File: src/design/updown_pkg.sv
package updown_pkg;
	localparam int unsigned COUNT_WIDTH = 4;
	localparam logic [3:0]  COUNT_MAX   = 4'hF;
	localparam logic [3:0]  COUNT_MIN   = 4'h0;
	localparam logic [3:0]  COUNT_RESET = 4'h0;
	localparam logic [3:0]  COUNT_STEP  = 4'h1;
	// Clock divider: the counter clock is a square wave with a period of this many cycles
	localparam int unsigned CLK_DIV     = 4;
endpackage

File: src/design/updown_if.sv
`timescale 1ns/1ns
interface updown_if;
	logic       clock_pulse;
	logic       count_enable_n;
	logic       down_select;
	logic       async_load_n;
	logic [3:0] preset_value;
	logic [3:0] count_value;
	logic       terminal_flag;
	logic       ripple_strobe_n;

	modport counter (
		input  clock_pulse, count_enable_n, down_select, async_load_n,
		input  preset_value,
		output count_value, terminal_flag, ripple_strobe_n
	);
	modport driver (
		output clock_pulse, count_enable_n, down_select, async_load_n,
		output preset_value,
		input  count_value, terminal_flag, ripple_strobe_n
	);
endinterface

File: src/design/updown_counter.sv
`timescale 1ns/1ns
// Functional notes
// RULE1 - Four-bit count wraps modulo sixteen both ways
// RULE2 - Low load copies preset, overrides counting
// RULE3 - Count changes only on clock rise, enabled
// RULE4 - Direction low counts up, high down
// RULE5 - Enable and direction act only at edge
// RULE6 - Flag high at 15 up, 0 down
// RULE7 - Flag follows count and direction changes
// RULE8 - Never use terminal flag as a clock
// RULE9 - Strobe idles high, low in clock low
// RULE10 - Strobe returns high after clock rises
// RULE11 - High enable suppresses strobe pulse
// RULE12 - Ripple cascade feeds strobe to next clock
// RULE13 - Shared clock low outlasts carry ripple
// RULE14 - Look-ahead enable from preceding terminal flags; driver enable comes from global_enable_in alone
// RULE15 - Look-ahead gates need a global enable
// RULE16 - Low load forces strobe high
// RULE17 - Count presented continuously, bit zero LSB
module updown_counter (
	// System
	input  wire logic clk_in,
	input  wire logic srst_in,
	// Link
	updown_if.counter link
);
	import updown_pkg::*;

	// Mode seen at one clk_in edge, Gray along hold, up, down, load
	typedef enum logic [1:0] {
		MODE_HOLD = 2'h0,
		MODE_UP   = 2'h1,
		MODE_DOWN = 2'h3,
		MODE_LOAD = 2'h2
	} count_mode_t;

	// State
	logic [COUNT_WIDTH-1:0] count_reg;
	logic [COUNT_WIDTH-1:0] count_next;
	logic                   cp_prev_reg;
	logic                   cp_prev_next;
	logic                   flag_reg;
	logic                   flag_next;
	logic                   strobe_n_reg;
	logic                   strobe_n_next;
	// Decoded link controls
	count_mode_t            mode;
	wire                    cp_rise;
	wire                    cp_fall;
	wire                    load_now;
	wire                    enable_now;
	wire                    down_now;
	wire [COUNT_WIDTH-1:0]  preset_now;
	wire                    count_edge;
	wire                    strobe_arm;
	wire [COUNT_WIDTH-1:0]  count_stepped;

	function automatic logic [COUNT_WIDTH-1:0] step(
		input logic [COUNT_WIDTH-1:0] v,
		input logic                   down
	);
		if (down) begin
			step = v - COUNT_STEP; // [RULE1] [RULE4]
		end else begin
			step = v + COUNT_STEP; // [RULE1] [RULE4]
		end
	endfunction

	function automatic logic at_terminal(
		input logic [COUNT_WIDTH-1:0] v,
		input logic                   down
	);
		if (down) begin
			at_terminal = (v == COUNT_MIN); // [RULE6]
		end else begin
			at_terminal = (v == COUNT_MAX); // [RULE6]
		end
	endfunction

	// Load beats enable, enable gates direction
	function automatic count_mode_t mode_of(
		input logic load_n,
		input logic enable_n,
		input logic down
	);
		if (!load_n) begin
			mode_of = MODE_LOAD; // [RULE2]
		end else if (enable_n) begin
			mode_of = MODE_HOLD; // [RULE3]
		end else if (down) begin
			mode_of = MODE_DOWN; // [RULE4]
		end else begin
			mode_of = MODE_UP; // [RULE4]
		end
	endfunction

	// Edge of the link clock against its value one cycle earlier
	function automatic logic edge_of(
		input logic now,
		input logic prev,
		input logic rising
	);
		if (rising) begin
			edge_of = now & ~prev;
		end else begin
			edge_of = ~now & prev;
		end
	endfunction

	assign cp_rise       = edge_of(link.clock_pulse, cp_prev_reg, 1'b1);
	assign cp_fall       = edge_of(link.clock_pulse, cp_prev_reg, 1'b0);
	assign cp_prev_next  = link.clock_pulse;
	assign load_now      = ~link.async_load_n;
	assign enable_now    = ~link.count_enable_n;
	assign down_now      = link.down_select;
	assign preset_now    = link.preset_value;
	assign mode          = mode_of(link.async_load_n,
		link.count_enable_n, down_now);
	assign count_stepped = step(count_reg, down_now);
	// Enable and direction only looked at on the rising edge
	assign count_edge    = cp_rise & enable_now; // [RULE3] [RULE5]

	// Load is sampled like any input, so it takes effect one cycle on
	always_comb begin
		case (mode)
			MODE_LOAD: begin
				count_next = preset_now; // [RULE2]
			end
			MODE_UP: begin
				if (count_edge) begin
					count_next = count_stepped; // [RULE4]
				end else begin
					count_next = count_reg;
				end
			end
			MODE_DOWN: begin
				if (count_edge) begin
					count_next = count_stepped; // [RULE4]
				end else begin
					count_next = count_reg;
				end
			end
			MODE_HOLD: begin
				count_next = count_reg; // [RULE3]
			end
			default: begin
				count_next = count_reg;
			end
		endcase
	end

	// Decoded from count and direction each cycle; tracks both
	assign flag_next = at_terminal(count_next, down_now); // [RULE6] [RULE7]

	// Arms only on a clock fall seen while enabled at terminal count
	assign strobe_arm = cp_fall & enable_now & flag_reg; // [RULE9]

	// Load, clock rise or disable all end the low pulse at once
	always_comb begin
		if (load_now) begin
			strobe_n_next = 1'b1; // [RULE16]
		end else if (cp_rise) begin
			strobe_n_next = 1'b1; // [RULE10]
		end else if (strobe_arm) begin
			strobe_n_next = 1'b0; // [RULE9]
		end else if (link.count_enable_n) begin
			strobe_n_next = 1'b1; // [RULE11]
		end else begin
			strobe_n_next = strobe_n_reg;
		end
	end

	// Count register feeds the outputs directly
	always_ff @(posedge clk_in) begin
		if (srst_in) begin
			count_reg <= COUNT_RESET;
		end else begin
			count_reg <= count_next; // [RULE1]
		end
	end

	// Clears low so a clock idling low gives no false edge
	always_ff @(posedge clk_in) begin
		if (srst_in) begin
			cp_prev_reg <= 1'b0;
		end else begin
			cp_prev_reg <= cp_prev_next;
		end
	end

	// Flag lands in the same cycle as the count it decodes
	always_ff @(posedge clk_in) begin
		if (srst_in) begin
			flag_reg <= 1'b0;
		end else begin
			flag_reg <= flag_next; // [RULE6]
		end
	end

	// Strobe idles high out of reset
	always_ff @(posedge clk_in) begin
		if (srst_in) begin
			strobe_n_reg <= 1'b1;
		end else begin
			strobe_n_reg <= strobe_n_next; // [RULE9]
		end
	end

	// Outputs come straight from flip-flops
	assign link.count_value     = count_reg;    // [RULE17]
	assign link.terminal_flag   = flag_reg;     // [RULE6]
	assign link.ripple_strobe_n = strobe_n_reg; // [RULE9]
endmodule

File: src/flat_wrapper.sv
// flat-port wrapper written by rule: the top's interface ports become plain ports
module updown_counter_flat import updown_pkg::*;
  (clk_in, srst_in, link_clock_pulse, link_count_enable_n, link_down_select, link_async_load_n, link_preset_value, link_count_value, link_terminal_flag, link_ripple_strobe_n);
  updown_if link_i ();
  input  wire logic clk_in;
  input  wire logic srst_in;
  input wire logic [$bits(link_i.clock_pulse)-1:0] link_clock_pulse;
  input wire logic [$bits(link_i.count_enable_n)-1:0] link_count_enable_n;
  input wire logic [$bits(link_i.down_select)-1:0] link_down_select;
  input wire logic [$bits(link_i.async_load_n)-1:0] link_async_load_n;
  input wire logic [$bits(link_i.preset_value)-1:0] link_preset_value;
  output wire logic [$bits(link_i.count_value)-1:0] link_count_value;
  output wire logic [$bits(link_i.terminal_flag)-1:0] link_terminal_flag;
  output wire logic [$bits(link_i.ripple_strobe_n)-1:0] link_ripple_strobe_n;
  assign link_i.clock_pulse = link_clock_pulse;
  assign link_i.count_enable_n = link_count_enable_n;
  assign link_i.down_select = link_down_select;
  assign link_i.async_load_n = link_async_load_n;
  assign link_i.preset_value = link_preset_value;
  assign link_count_value = link_i.count_value;
  assign link_terminal_flag = link_i.terminal_flag;
  assign link_ripple_strobe_n = link_i.ripple_strobe_n;
  updown_counter u_core (.clk_in(clk_in), .srst_in(srst_in), .link(link_i));
endmodule
File: config.mk
export PLATFORM = sky130hd
export DESIGN_NAME = updown_counter_flat
export DESIGN_NICKNAME = d
export VERILOG_FILES = /design/src/design/updown_pkg.sv /design/src/design/updown_if.sv /design/src/design/updown_counter.sv /design/src/flat_wrapper.sv
export SDC_FILE = /design/constraint.sdc
export NUM_CORES = 1
export LEC_CHECK = 0
export BUFFER_PORTS_ARGS = -buffer_cell sky130_fd_sc_hd__buf_2
export CAP_MARGIN = 10
export CORE_AREA = 2 2 39 41
export DETAILED_ROUTE_END_ITERATION = 7
export DIE_AREA = 0 0 41 43
export GPL_ROUTABILITY_DRIVEN = 0
export PLACE_DENSITY_LB_ADDON = 0.3
export REMOVE_ABC_BUFFERS = 1
export SLEW_MARGIN = 25
export SYNTH_ARGS = -nofsm -noshare
export SYNTH_HDL_FRONTEND = slang
export SYNTH_SLANG_ARGS = --single-unit
File: constraint.sdc
create_clock -name clk_in -period 4.55 [get_ports clk_in]
set_input_delay 0.455 -clock clk_in [delete_from_list [all_inputs] [get_ports clk_in]]
set_output_delay 0.455 -clock clk_in [all_outputs]
set_load 0.02 [all_outputs]
==> impl_metrics.toml, run 1 <==
[finish]
stdcell_count = 80
antennaDiodeCount = 0
drive_above_1_share_pct = 31.3
nNetsFinal = 78
area_growth_pct = 26.5
largest_reg_flops = 4
final_util_pct = 40.1
nFillCells = 142

[synthesis]
synth_top_area_share_pct = 31.9
synthArstFlopShare_pct = 0
synth_edf_count = 0
ys_seq_elements = 7
yosysTopAreaCell = "dfxtp_1"
ys_warn_count = 0
synthFlopType = "dfxtp_1"
synth.yosys.seq_area_share_pct = 31.9
synthMostInstantiatedCell = "dfxtp_1"
synth.area.top_cells = "dfxtp_1 (32%), mux2i_1 (9.1%), ha_1 (5.7%)"
ys_types = 23
synth_area_um2 = 439
ys_top_cells_by_count = "dfxtp_1 (7), nor2_1 (6), mux2i_1 (4), inv_1 (3), nor2b_1 (3)"
postSynthAreaPerCell_um2 = 9.55
syn_inst = 46

[floorplanning]
fp.dieH_um = 43
die_x_um = 41
rows = 14
boundaryPins = 16
dieArea_um2 = 1760
start_util_pct = 31.7
placeableCoreArea_um2 = 1380

[sta]
period_needed_ns = 1.97
fmax_mhz = 509
drv_slew = 0
setup-tns-final_ns = 0
worst_slew_pin_slew_ns = 0.413
final_hold_viol_count = 0
setup-violations-final = 0
fin_crit_sh_pct = 43.2
rsz0062_at_grt = "false"
finClkSkew_ns = 0.00441
maxSlewHeadroom_pct = 72.3

[detailed_routing]
num_vias = 389
post-route-drc-count = 0
antenna_left = 0
wl_per_cell_um = 10.9
routed_via_density = 4.86
drtIter0Drc = 4
firstDrtPassIters = 4
wirelength_um = 869

[clocking]
cts_setup_buffers = 0
cts.clk_slew.worst_paths_ns = 0.05
cts_made_buffers = 3
cts_sinks = 7
h-tree-depth = 1
ctsHoldBuffers = 0
insertion_delay_ns = 0.25
cts_buffer_depth = 2
cts_root_buffer = "clkbuf_4"
cts_resized = 0
tritoncts = "done"

[setup_path]
cp_cell_sequence = "inv_1 > fa_1 > xnor2_1 > mux2_1 > mux2i_2 > or4b_1 > mux2i_1"
cp_top_family = "simple AND/OR/NAND/NOR gates"
end_kind = "flip-flop"
path_class = "flip-flop to flip-flop"
critPathMaxStageDelay_ns = 0.51
required_ns = 4.72
endpoint = "u_core.link.terminal_flag$_SDFF_PP0_"
worst-r2r-setup-slack_ns = 2.58
cpMaxStageDelayCell = "or4b_1"
crit_arrival_ns = 2.14
crit_fanout = 3
startpoint = "u_core.link.count_value[0]$_SDFF_PP0_"
r2r-end = "u_core.link.terminal_flag$_SDFF_PP0_"
cp.depth = 7
reg2reg_from = "u_core.link.count_value[0]$_SDFF_PP0_"
cp-start-kind = "flip-flop"
r2r_cells = 7
path_buf_inv = 1

[placement]
io_buffers = 15
dp_hpwl_um = 721
place_inst = 76

[global_routing]
grt_max_degree = 9
overflow = 0
antenna_found_initial = 0
grt_pass1_vias = 354
grtUsageTotal_pct = 12.7
grt_pass1_wl_um = 1450

[job]
maxCapViolCount = 0

[power_and_ir_drop]
power.density_nw_per_um2 = 293
ir_drop_mv = 0.106
power_leakage_nw = 0.256

[hold_path]
hp-class = "primary input to flip-flop"

[run_status]
status = "finished, final reports clean"
==> power breakdown <==
| group | total, mW | internal [mW] | switching (mW) | leakage, nW |
|---|---|---|---|---|
| Clock | 0.0550 | 0.0334 | 0.0216 | 0.0150 |
| Combinational | 0.0397 | 0.0183 | 0.0214 | 0.184 |
| Sequential | 0.0683 | 0.0651 | 0.00323 | 0.0577 |
| Total | 0.163 | 0.117 | 0.0462 | 0.256 |
==> final cells by class <==
cell class | count | area (um^2) | share of cell area [%]
Tap cell | 16 | 20.0 | 3.60
Timing Repair Buffer | 15 | 75.1 | 13.5
Inverter | 3 | 11.3 | 2.03
Sequential cell | 7 | 140 | 25.2
Multi-Input combinational cell | 35 | 283 | 50.9
Clock buffer | 4 | 26.3 | 4.73
==> worst min path at each step <==
stage / startpoint / to / slack [ns] / cells past startpoint
floorplan: srst_in / u_core.cp_prev_reg$_SDFF_PP0_ / 0.53 / 1
global placement: u_core.link.ripple_strobe_n$_SDFFE_PP1P_ / u_core.link.ripple_strobe_n$_SDFFE_PP1P_ / 0.49 / 2
detailed placement: u_core.link.ripple_strobe_n$_SDFFE_PP1P_ / u_core.link.ripple_strobe_n$_SDFFE_PP1P_ / 0.49 / 2
CTS: link_clock_pulse / u_core.cp_prev_reg$_SDFF_PP0_ / 0.46 / 2
global route: srst_in / u_core.link.count_value[1]$_SDFF_PP0_ / 0.49 / 2
finish: link_clock_pulse / u_core.cp_prev_reg$_SDFF_PP0_ / 0.46 / 2
==> metrics by stage <==
stage / power, mW / area, um^2 / hold WS, ns / setup WS (ns)
floorplan: 0.0959 / 434 / 0.527 / 2.53
finish: 0.163 / 556 / 0.463 / 2.58
CTS: 0.167 / 556 / 0.463 / 2.56
detailed placement: 0.110 / 529 / 0.489 / 2.40
global placement: 0.109 / 529 / 0.494 / 2.40
global route: 0.174 / 556 / 0.486 / 2.45
==> layout by cell type (no fill, tap or decap), drive strengths merged, types with 2 or more instances in the layout <==
cell    instances
o21ai           2
inv             3
clkbuf          4
mux2i           5
nor2            6
ha              2
xnor2           2
nand3b          2
nand3           2
nor2b           3
dfxtp           7
buf            15
==> logic make-up (layout without fill, tap and decap cells) <==
logic type / after synthesis / in the layout / share of synthesized area [%]
flops: 7 / 7 / 31.9
xor+xnor: 3 / 3 / 5.98
compound gates: 6 / 6 / 8.55
simple gates: 17 / 17 / 24.8
fa+ha+maj: 3 / 3 / 10.3
mux: 6 / 6 / 14.8
buf+inv: 4 / 22 / 3.70
==> worst register-to-register path: stages, from the launching register on <==
cell and delay [ns]:
dfxtp_1 0.36, inv_1 0.10, fa_1 0.43, xnor2_1 0.13
mux2_1 0.15, mux2i_2 0.08, or4b_1 0.51, mux2i_1 0.13
==> routing by layer <==
layer / GRT usage (%) / vias to the layer above / share of wire (%)
met3: 3.14 / 2 / 1.0
met4: 10.0 / 0 / 2.4
li1: - / 200 / -
met5: 0 / - / 0
met1: 16.0 / 184 / 43
met2: 17.5 / 3 / 53
(Power assumes the default switching activity.)
==> run 2, diff against run 1 <==
==> constraint.sdc (replaced) <==
create_clock -name clk_in -period 1.9 [get_ports clk_in]
set_input_delay 0.19 -clock clk_in [delete_from_list [all_inputs] [get_ports clk_in]]
set_output_delay 0.19 -clock clk_in [all_outputs]
set_load 0.02 [all_outputs]
==> impl_metrics.toml, run 2 (synthesis gave the netlist of run 1 again) <==
[run_status]
status = "finished, final reports clean"

[finish]
area_growth_pct = 40.5
antennaDiodeCount = 0
stdcell_count = 86
drive_above_1_share_pct = 47.1
largest_reg_flops = 4
nNetsFinal = 84
layout_commonest_cell = "buf_2"
layout_common_cells = "buf_2 (15), nor2_1 (6), buf_4 (6)"

[floorplanning]
boundaryPins = 16
dieArea_um2 = 1760
die_x_um = 41
start_util_pct = 31.7
rows = 14
fp.dieH_um = 43
placeableCoreArea_um2 = 1380

[placement]
place_inst = 81
io_buffers = 15
dp_hpwl_um = 796

[hold_path]
hp-class = "primary input to flip-flop"
min_to = "u_core.cp_prev_reg$_SDFF_PP0_"
holdPathStages = 2
hp-start = "link_clock_pulse"

[clocking]
cts_buffer_depth = 2
cts.clk_slew.worst_paths_ns = 0.05
cts_root_buffer = "clkbuf_4"
cts_sinks = 7
h-tree-depth = 1
insertion_delay_ns = 0.25
tritoncts = "done"
cts_made_buffers = 3

[setup_path]
end_kind = "flip-flop"
required_ns = 2.09
startpoint = "u_core.link.count_value[1]$_SDFF_PP0_"
path_class = "flip-flop to flip-flop"
cp-start-kind = "flip-flop"
worst-r2r-setup-slack_ns = 0.08
crit_arrival_ns = 2.01
r2r_cells = 6
crit_fanout = 2
reg2reg_from = "u_core.link.count_value[1]$_SDFF_PP0_"
r2r-end = "u_core.link.terminal_flag$_SDFF_PP0_"

[global_routing]
grtUsageTotal_pct = 13.6
overflow = 0
grt_pass1_vias = 359
grt_pass1_wl_um = 1540
antenna_found_initial = 0
grt_max_degree = 9

[sta]
final_hold_viol_count = 0
fin_crit_sh_pct = 95.9
worst_slew_pin_slew_ns = 0.414
finClkSkew_ns = 0.00175
drv_slew = 0
setup-violations-final = 0
rsz0062_at_grt = "true"
period_needed_ns = 1.82
maxSlewHeadroom_pct = 72.2
fmax_mhz = 549

[detailed_routing]
num_vias = 416
drtIter0Drc = 1
wl_per_cell_um = 11.3
antenna_left = 0
routed_via_density = 4.84
wirelength_um = 973
post-route-drc-count = 0
firstDrtPassIters = 4

[job]
maxCapViolCount = 0

[power_and_ir_drop]
power.density_nw_per_um2 = 688
ir_drop_mv = 0.345
totalPowerFinal_mw = 0.424
power_leakage_nw = 0.292
[run 2: final cells by class]
class | count | area [um^2]
Inverter | 3 | 11.3
Multi-Input combinational cell | 35 | 297
Clock buffer | 4 | 26.3
Tap cell | 16 | 20.0
Sequential cell | 7 | 143
Timing Repair Buffer | 21 | 120
Fill cell | 148 | 767
[run 2: layer usage]
metal  GRT usage (%)  vias up  routed length (um)
met5               0        -                   0
met4            12.0        0                  36
met3            3.14        4                  30
met2            18.1        9                 486
met1            17.2      195                 419
li1                -      208                   -
[run 2: how the worst max path moves through the flow]
stage / end / cells past startpoint / slack, ns
floorplan: u_core.link.terminal_flag$_SDFF_PP0_ / 7 / -0.12
global placement: u_core.link.terminal_flag$_SDFF_PP0_ / 7 / 0.04
detailed placement: u_core.link.terminal_flag$_SDFF_PP0_ / 7 / -0.01
CTS: u_core.link.terminal_flag$_SDFF_PP0_ / 7 / 0.002
global route: u_core.link.terminal_flag$_SDFF_PP0_ / 6 / -0.06
finish: u_core.link.terminal_flag$_SDFF_PP0_ / 6 / 0.08
[run 2: worst max-delay path, stage by stage (launching register included)]
cell and delay [ns]:
dfxtp_2 0.32, inv_2 0.06, fa_2 0.43, mux2i_1 0.17, mux2i_1 0.12, or4b_1 0.52
mux2i_1 0.12
[run 2: report_power, final]
part | switching [mW] | leakage [nW] | internal (mW) | total [mW]
clock network | 0.0587 | 0.0150 | 0.0804 | 0.139
logic | 0.0593 | 0.219 | 0.0626 | 0.122
registers | 0.00688 | 0.0583 | 0.156 | 0.163
[run 2: through the flow]
| step | utilization, % | TNS (ns) | hold slack, ns | instance area, um^2 | worst slack, ns |
|---|---|---|---|---|---|
| CTS | 43.3 | 0 | 0.191 | 599 | 0.00237 |
| floorplan | - | -0.117 | 0.262 | 434 | -0.117 |
| detailed placement | 41.0 | -0.0131 | 0.450 | 567 | -0.0131 |
| finish | 44.6 | 0 | 0.189 | 617 | 0.0774 |
| global route | 44.6 | -0.0591 | 0.194 | 617 | -0.0591 |
| global placement | 41.0 | 0 | 0.441 | 567 | 0.0408 |
[run 2: timing repair]
action,in CTS,in global routing
setup buffers,0,1
hold buffers,0,0
pin swaps,1,2
setup endpoints to repair,1,1
resized for setup,2,5
